==> src/mbso_pkg.sv <==
// Constants and types for the load/store ordering unit of one virtual processor.
// Assumes the issue pipeline, store buffer and MMU are driven from the same core clock.
package mbso_pkg;

    localparam int VA_W  = 64;
    localparam int ASI_W = 8;
    localparam int MSK_W = 7;
    localparam int BLK_LSB = 3;

    // Ordering part of the barrier mask field.
    localparam int ORD_LL = 0;
    localparam int ORD_SL = 1;
    localparam int ORD_LS = 2;
    localparam int ORD_SS = 3;
    // Completion part of the barrier mask field.
    localparam int CMP_LOOK  = 4;
    localparam int CMP_ISSUE = 5;
    localparam int CMP_SYNC  = 6;

    // Nofault address space identifiers, primary/secondary in both byte orders.
    localparam logic [7:0] ASI_PNF  = 8'h82;
    localparam logic [7:0] ASI_SNF  = 8'h83;
    localparam logic [7:0] ASI_PNFL = 8'h8A;
    localparam logic [7:0] ASI_SNFL = 8'h8B;

    localparam logic [MSK_W-1:0] MASK_RST = 7'h00;

    typedef enum logic [2:0] {
        MBSO_OP_OTHER   = 3'h0,
        MBSO_OP_LOAD    = 3'h1,
        MBSO_OP_STORE   = 3'h2,
        MBSO_OP_ATOMIC  = 3'h3,
        MBSO_OP_FLUSH   = 3'h4,
        MBSO_OP_BARRIER = 3'h5
    } mbso_op_t;

    typedef enum logic [1:0] {
        MBSO_IDLE  = 2'h0,
        MBSO_WAIT  = 2'h1,
        MBSO_FLUSH = 2'h3
    } mbso_state_t;

endpackage

==> src/mbso_unit.sv <==
// Load/store ordering unit: sequencing and ordering barriers, fetch-synchronizing
// flush, nonfaulting load checks and store-buffer merge decisions.
// Assumes the MMU accepts a request every cycle and the status inputs are registered.
`timescale 1ns/10ps

module mbso_unit
    import mbso_pkg::*;
(
    // Clock and reset
    input  wire logic             clk,
    input  wire logic             nrst,
    // Instruction from the issue pipeline
    input  wire logic             op_valid,
    input  wire mbso_op_t         op_kind,
    input  wire logic [VA_W-1:0]  op_addr,
    input  wire logic [ASI_W-1:0] op_asi,
    input  wire logic [MSK_W-1:0] op_mask,
    output logic                  op_ready,
    // Page attributes of the translation entry for op_addr
    input  wire logic             page_side_effect_bit,
    input  wire logic             page_nofault_only_bit,
    input  wire logic             page_cacheable,
    // Memory system and pipeline status
    input  wire logic             sb_empty,
    input  wire logic             sb_addr_hit,
    input  wire logic             mem_idle,
    input  wire logic             pipe_idle,
    // Configuration
    input  wire logic             lookaside_as_sync,
    input  wire logic             ifetch_coherent,
    // Request to the MMU and store buffer
    output logic                  mem_req_valid,
    output logic [VA_W-1:0]       mem_req_va,
    output logic [ASI_W-1:0]      mem_req_asi,
    output logic                  mem_req_store,
    output logic                  mem_req_merge,
    output logic                  fwd_disable,
    // Fetch synchronization
    output logic                  pipe_flush,
    output logic                  icache_inval,
    output logic [VA_W-1:0]       icache_addr,
    // Data access faults
    output logic                  side_effect_page_fault,
    output logic                  nofault_only_page_fault,
    output logic                  bad_space_id_fault
);

    typedef struct packed {
        mbso_state_t       st;
        logic              rdy;
        mbso_op_t          hkind;
        logic [VA_W-1:0]   haddr;
        logic [ASI_W-1:0]  hasi;
        logic [MSK_W-1:0]  hmask;
        logic              hse;
        logic              hcach;
        logic              last_v;
        logic [VA_W-1:3]   last_blk;
        logic              last_nc;
        logic              req_v;
        logic [VA_W-1:0]   req_va;
        logic [ASI_W-1:0]  req_asi;
        logic              req_st;
        logic              req_mg;
        logic              fwd_off;
        logic              pflush;
        logic              iinv;
        logic [VA_W-1:0]   iaddr;
        logic              f_se;
        logic              f_nfo;
        logic              f_asi;
    } mbso_regs_t;

    mbso_regs_t s_q;
    mbso_regs_t s_d;

    logic             accept;
    logic             nf_asi;
    logic             is_mem;
    logic             is_wr;
    logic             flt_se;
    logic             flt_nfo;
    logic             flt_asi;
    logic [MSK_W-1:0] eff_mask;
    logic             sync_ok;
    logic             wait_ok;

    // Issue helper inputs, chosen between the live and the held operation.
    logic             iss;
    mbso_op_t         i_kind;
    logic [VA_W-1:0]  i_addr;
    logic [ASI_W-1:0] i_asi;
    logic             i_se;
    logic             i_cach;

    assign accept = op_valid && s_q.rdy && (s_q.st == MBSO_IDLE);
    assign nf_asi = (op_asi == ASI_PNF) || (op_asi == ASI_SNF)
                 || (op_asi == ASI_PNFL) || (op_asi == ASI_SNFL);
    assign is_mem = (op_kind == MBSO_OP_LOAD) || (op_kind == MBSO_OP_STORE)
                 || (op_kind == MBSO_OP_ATOMIC);
    assign is_wr  = (op_kind == MBSO_OP_STORE) || (op_kind == MBSO_OP_ATOMIC);

    assign flt_asi = is_wr && nf_asi;
    assign flt_se  = (op_kind == MBSO_OP_LOAD) && nf_asi && page_side_effect_bit;
    assign flt_nfo = is_mem && page_nofault_only_bit
                  && !((op_kind == MBSO_OP_LOAD) && nf_asi);

    // Lookaside and issue selections may be promoted to a full sync.
    always_comb
    begin
        eff_mask = op_mask;
        if (lookaside_as_sync && (op_mask[CMP_LOOK] || op_mask[CMP_ISSUE]))
        begin
            eff_mask[CMP_SYNC] = 1'b1;
        end
    end

    // Fault flags must have drained to the ports before a sync lets go.
    assign sync_ok = sb_empty && mem_idle && pipe_idle
                  && !s_q.f_se && !s_q.f_nfo && !s_q.f_asi;

    always_comb
    begin
        wait_ok = 1'b1;
        case (s_q.hkind)
            MBSO_OP_BARRIER:
            begin
                // Every selected constraint has to hold at once.
                wait_ok = ((!s_q.hmask[ORD_LL] && !s_q.hmask[ORD_LS]) || mem_idle)
                       && ((!s_q.hmask[ORD_SL] && !s_q.hmask[ORD_SS]) || sb_empty)
                       && (!s_q.hmask[CMP_LOOK] || sb_empty)
                       && (!s_q.hmask[CMP_ISSUE] || (sb_empty && mem_idle))
                       && (!s_q.hmask[CMP_SYNC] || sync_ok);
            end
            MBSO_OP_FLUSH:
            begin
                wait_ok = sb_empty && mem_idle;
            end
            MBSO_OP_LOAD:
            begin
                wait_ok = sb_empty;
            end
            default:
            begin
                wait_ok = 1'b1;
            end
        endcase
    end

    always_comb
    begin
        s_d = s_q;
        s_d.req_v  = 1'b0;
        s_d.pflush = 1'b0;
        s_d.iinv   = 1'b0;
        s_d.f_se   = 1'b0;
        s_d.f_nfo  = 1'b0;
        s_d.f_asi  = 1'b0;
        iss    = 1'b0;
        i_kind = op_kind;
        i_addr = op_addr;
        i_asi  = op_asi;
        i_se   = page_side_effect_bit;
        i_cach = page_cacheable;

        // A drained buffer has nothing left to forward from or merge into.
        if (sb_empty)
        begin
            s_d.fwd_off = 1'b0;
            s_d.last_v  = 1'b0;
        end

        case (s_q.st)
            MBSO_IDLE:
            begin
                if (accept)
                begin
                    s_d.hkind = op_kind;
                    s_d.haddr = op_addr;
                    s_d.hasi  = op_asi;
                    s_d.hmask = eff_mask;
                    s_d.hse   = page_side_effect_bit;
                    s_d.hcach = page_cacheable;
                    if (is_mem && (flt_se || flt_nfo || flt_asi))
                    begin
                        s_d.f_se  = flt_se;
                        s_d.f_nfo = flt_nfo;
                        s_d.f_asi = flt_asi;
                    end
                    else if (op_kind == MBSO_OP_BARRIER)
                    begin
                        if (op_mask[CMP_LOOK])
                        begin
                            s_d.fwd_off = 1'b1;
                        end
                        if (eff_mask[CMP_SYNC])
                        begin
                            s_d.last_v = 1'b0;
                        end
                        if (eff_mask != MASK_RST)
                        begin
                            s_d.st  = MBSO_WAIT;
                            s_d.rdy = 1'b0;
                        end
                    end
                    else if (op_kind == MBSO_OP_FLUSH)
                    begin
                        s_d.st  = MBSO_WAIT;
                        s_d.rdy = 1'b0;
                    end
                    else if ((op_kind == MBSO_OP_LOAD) && s_q.fwd_off && sb_addr_hit)
                    begin
                        s_d.st  = MBSO_WAIT;
                        s_d.rdy = 1'b0;
                    end
                    else if (is_mem)
                    begin
                        iss = 1'b1;
                    end
                end
            end
            MBSO_WAIT:
            begin
                if (wait_ok)
                begin
                    i_kind = s_q.hkind;
                    i_addr = s_q.haddr;
                    i_asi  = s_q.hasi;
                    i_se   = s_q.hse;
                    i_cach = s_q.hcach;
                    if (s_q.hkind == MBSO_OP_FLUSH)
                    begin
                        s_d.st = MBSO_FLUSH;
                    end
                    else
                    begin
                        iss     = (s_q.hkind == MBSO_OP_LOAD);
                        s_d.st  = MBSO_IDLE;
                        s_d.rdy = 1'b1;
                    end
                end
            end
            MBSO_FLUSH:
            begin
                // Cross-processor visibility latency is not tracked here.
                s_d.pflush = 1'b1;
                s_d.iinv   = !ifetch_coherent;
                s_d.iaddr  = {s_q.haddr[VA_W-1:BLK_LSB], 3'h0};
                s_d.st     = MBSO_IDLE;
                s_d.rdy    = 1'b1;
            end
            default:
            begin
                s_d.st  = MBSO_IDLE;
                s_d.rdy = 1'b1;
            end
        endcase

        if (iss)
        begin
            s_d.req_v   = 1'b1;
            s_d.req_va  = i_addr;
            s_d.req_asi = i_asi;
            s_d.req_st  = (i_kind != MBSO_OP_LOAD);
            s_d.req_mg  = 1'b0;
            if (i_kind == MBSO_OP_STORE)
            begin
                s_d.req_mg = s_q.last_v && !i_se
                          && (s_q.last_blk == i_addr[VA_W-1:BLK_LSB])
                          && (s_q.last_nc == !i_cach);
                s_d.last_v   = !i_se;
                s_d.last_blk = i_addr[VA_W-1:BLK_LSB];
                s_d.last_nc  = !i_cach;
            end
            else if (i_kind == MBSO_OP_ATOMIC)
            begin
                s_d.last_v = 1'b0;
            end
        end
    end

    always_ff @(posedge clk or negedge nrst)
    begin
        if (!nrst)
        begin
            s_q     <= '0;
            s_q.st  <= MBSO_IDLE;
            s_q.rdy <= 1'b1;
        end
        else
        begin
            s_q <= s_d;
        end
    end

    assign op_ready                = s_q.rdy;
    assign mem_req_valid           = s_q.req_v;
    assign mem_req_va              = s_q.req_va;
    assign mem_req_asi             = s_q.req_asi;
    assign mem_req_store           = s_q.req_st;
    assign mem_req_merge           = s_q.req_mg;
    assign fwd_disable             = s_q.fwd_off;
    assign pipe_flush              = s_q.pflush;
    assign icache_inval            = s_q.iinv;
    assign icache_addr             = s_q.iaddr;
    assign side_effect_page_fault  = s_q.f_se;
    assign nofault_only_page_fault = s_q.f_nfo;
    assign bad_space_id_fault      = s_q.f_asi;

    logic look_acc;
    logic plain_ld;
    assign look_acc = accept && (op_kind == MBSO_OP_BARRIER) && op_mask[CMP_LOOK];
    assign plain_ld = accept && (op_kind == MBSO_OP_LOAD) && !flt_se && !flt_nfo
                   && !(s_q.fwd_off && sb_addr_hit);
endmodule

==> config.mk <==
export PLATFORM = sky130hd
export DESIGN_NAME = mbso_unit
export DESIGN_NICKNAME = d
export VERILOG_FILES = /design/src/mbso_pkg.sv /design/src/mbso_unit.sv
export SDC_FILE = /design/constraint.sdc
export NUM_CORES = 1
export LEC_CHECK = 0
export ABC_AREA = 1
export BUFFER_PORTS_ARGS = -buffer_cell sky130_fd_sc_hd__buf_4
export CORE_MARGIN = 5
export CORE_UTILIZATION = 61
export DETAILED_ROUTE_END_ITERATION = 10
export HOLD_SLACK_MARGIN = 0.02
export MAX_ROUTING_LAYER = met4
export PLACE_DENSITY = 0.86
export SYNTH_ARGS = -nofsm -noshare
export SYNTH_HDL_FRONTEND = slang
export SYNTH_SLANG_ARGS = --single-unit
==> constraint.sdc <==
create_clock -name clk -period 3.1 [get_ports clk]
set_input_delay 0.62 -clock clk [delete_from_list [all_inputs] [get_ports clk]]
set_output_delay 0.62 -clock clk [all_outputs]
set_load 0.01 [all_outputs]
==> reports/qor.yml <==
cts.sinks: 292
grt_usage_pct: 27.99
clkTransAtPathRegs_ns: 0.06
crit_type: "flip-flop to flip-flop"
setup.worst_path.end: "mem_req_merge"
grt_pass1_vias: 12055
ant_nets: 0
synth_top_area_share_pct: 51.15
grt_max_degree: 121
power_density_mw_per_mm2: 884.0
synth_area_leader_cell: "dfrtp_1"
grt_overflow: 0
syn_area_per_cell_um2: 7.967
first_pass_iters: 6
crit_fanout: 28
clock_latency_ns: 0.56
relSlewSlack_pct: 21.36
ios: 240
dp_hpwl_mm: 24.38
fp-row-count: 56
p_leak_nw: 8.474
critPathArrivalTime_ns: 3.08
die_x_um: 162.8
fin_skew_ns: 0.01275
dr_total_vias: 12030
drive_gt1_share_pct: 17.15
drtIter0Drc: 1177
synth_area_mm2: 0.01424
io_buffer_count: 236
status: "finished, final reports clean"
hold_path_class: "input pin to flip-flop"
slew_violations: 0
wirelength_mm: 36.37
start_util_pct: 61.38
fin_area_mm2: 0.01633
fp.coreArea_mm2: 0.02319
route.detailed.drc: 0
end_kind: "flip-flop"
synth-seq-cells: 292
drv_cap: 0
critical_path.startpoint: "s_q[290]"
ff2ff_path_depth: 16
worst-slew-pin-transition_ns: 1.180
worstHoldPathCells: 2
timing.rr.end: "mem_req_merge"
clockBufferDepth: 3
fin_crit_sh_pct: 83.40
place_area_mm2: 0.01532
reg2reg_slack_ns: 0.51
final-setup-viol-count: 0
ys_warn_count: 0
h-tree-depth: 1
viasPerCell: 5.461
rsz0062_at_grt: "false"
fmax_mhz: 386.8
fin_nets: 1957
dieArea_mm2: 0.02649
antenna_found_initial: 1
cts_made_buffers: 31
min_period_ns: 2.585
grt_pass1_wl_mm: 59.16
area.growth.synth_to_final_pct: 14.68
synth-seq-area-share_pct: 51.34
synth.distinct_cells: 32
timing.final.hold_violations: 0
finalWeightedCongestion: 0.9352
synth_cells: 1787
cts_tree: "built"
routedWlPerCell_um: 16.51
crit_required_ns: 3.60
r2r-start: "s_q[290]"
start_kind: "flip-flop"
synth_area_leaders: "dfrtp_1 51%, nand2_1 14%, o21ai_0 8.8%, buf_4 7.3%, nand3_1 4.9%"
die_h_um: 162.8
final_common_cell: "nand2_1"
finalSetupTns_ns: 0
final_cell_mix: "518 x nand2_1, 291 x dfrtp_1, 251 x o21ai_0, 250 x buf_4, 178 x inv_1"
ir_drop_mv: 0.4726
clockRootBuffer: "clkbuf_16"
-- cells by family after synthesis --
kind of cell / synth area share (%)
other cells: 0.02634
buf+inv: 14.66
compound gates: 11.79
simple gates: 22.19
flops: 51.34
-- sequential cells by signal, indices dropped and copies added (netlist names), 8 cells and up --
name	cells
s_q	149
mem_req_asi	8
mem_req_va	64
icache_addr	61
-- per-stage QoR --
stage | utilization [%] | total power [W] | worst slack [ns] | hold WS [ns] | std cells
6_report | 70.39 | 0.01443 | 0.5145 | 0.2182 | 2203
5_1_grt | 70.39 | 0.01540 | 0.3032 | 0.2092 | 2203
4_1_cts | 70.38 | 0.01444 | 0.5414 | 0.2024 | 2202
3_5_place_dp | 66.06 | 0.01073 | 0.2549 | 0.4710 | 2148
3_3_place_gp | 66.06 | 0.01048 | 0.3638 | 0.4610 | 2148
2_1_floorplan | - | 0.009366 | 0.8881 | 0.3244 | 1789
-- cell usage after synthesis, drive strengths merged --
cell type and number:
a21oi 5, a31oi 38, and3 1, buf 163, clkbuf 56, clkinv 2, conb 1, dfrtp 291
dfstp 1, inv 181, nand2 522, nand3 139, nand3b 4, nand4 9, nor2 91, nor3 6
nor3b 1, o211ai 11, o21a 1, o21ai 262, o22ai 1, o31ai 1
-- final cells by class --
class	instances	area (µm²)
inverters	183	686.9
well taps	319	399.1
multi-input cells	1095	4873
clock buffers	41	873.3
fillers	1773	6867
repair buffers	260	2062
diodes	1	2.502
flip-flops and latches	292	7308
clock inverters	12	120.1
-- timing repair --
action                                 4_1_cts  5_1_grt
endpoints found under the hold margin       52        0
buffers inserted                             0        0
hold buffers                                 1        0
resized for setup                            0        0
-- power by group --
| part | total (W) | switching, W | internal [W] |
|---|---|---|---|
| clock network | 0.00364 | 0.00151 | 0.00213 |
| registers | 0.00617 | 0.000939 | 0.00523 |
| logic | 0.00462 | 0.00282 | 0.00181 |
| total | 0.0144 | 0.00527 | 0.00916 |
-- critical path, cell delays in order (launching register included) --
cell and delay [ns]:
dfrtp_1 0.41, inv_1 0.12, nand3_1 0.08, a21oi_1 0.15, nand3_1 0.14, nand2_2 0.14, nand2_4 0.21, buf_12 0.23
o21ai_0 0.30, nand2_1 0.10, nand2_1 0.08, nand2_1 0.06, nor2_1 0.19, nand2_1 0.08, nor2_1 0.09, nand3_1 0.08
nand2_1 0.06
-- metal layers --
layer  global-route usage (%)  share of wire, %  vias to the layer above
met1                    36.72                40                     5709
li1                         -                 -                     5711
met5                        -                 0                        -
met4                    8.654               2.7                        0
met2                    45.83                49                      533
met3                    3.923               7.9                       77
-- how the worst min path moves through the flow --
| stage | startpoint | endpoint |
|---|---|---|
| floorplan | nrst | bad_space_id_fault |
| global placement | mem_req_store | mem_req_store |
| detailed placement | icache_addr[29] | icache_addr[29] |
| CTS | ifetch_coherent | icache_inval |
| global route | ifetch_coherent | icache_inval |
| finish | ifetch_coherent | icache_inval |
(Power assumes the default switching activity.)
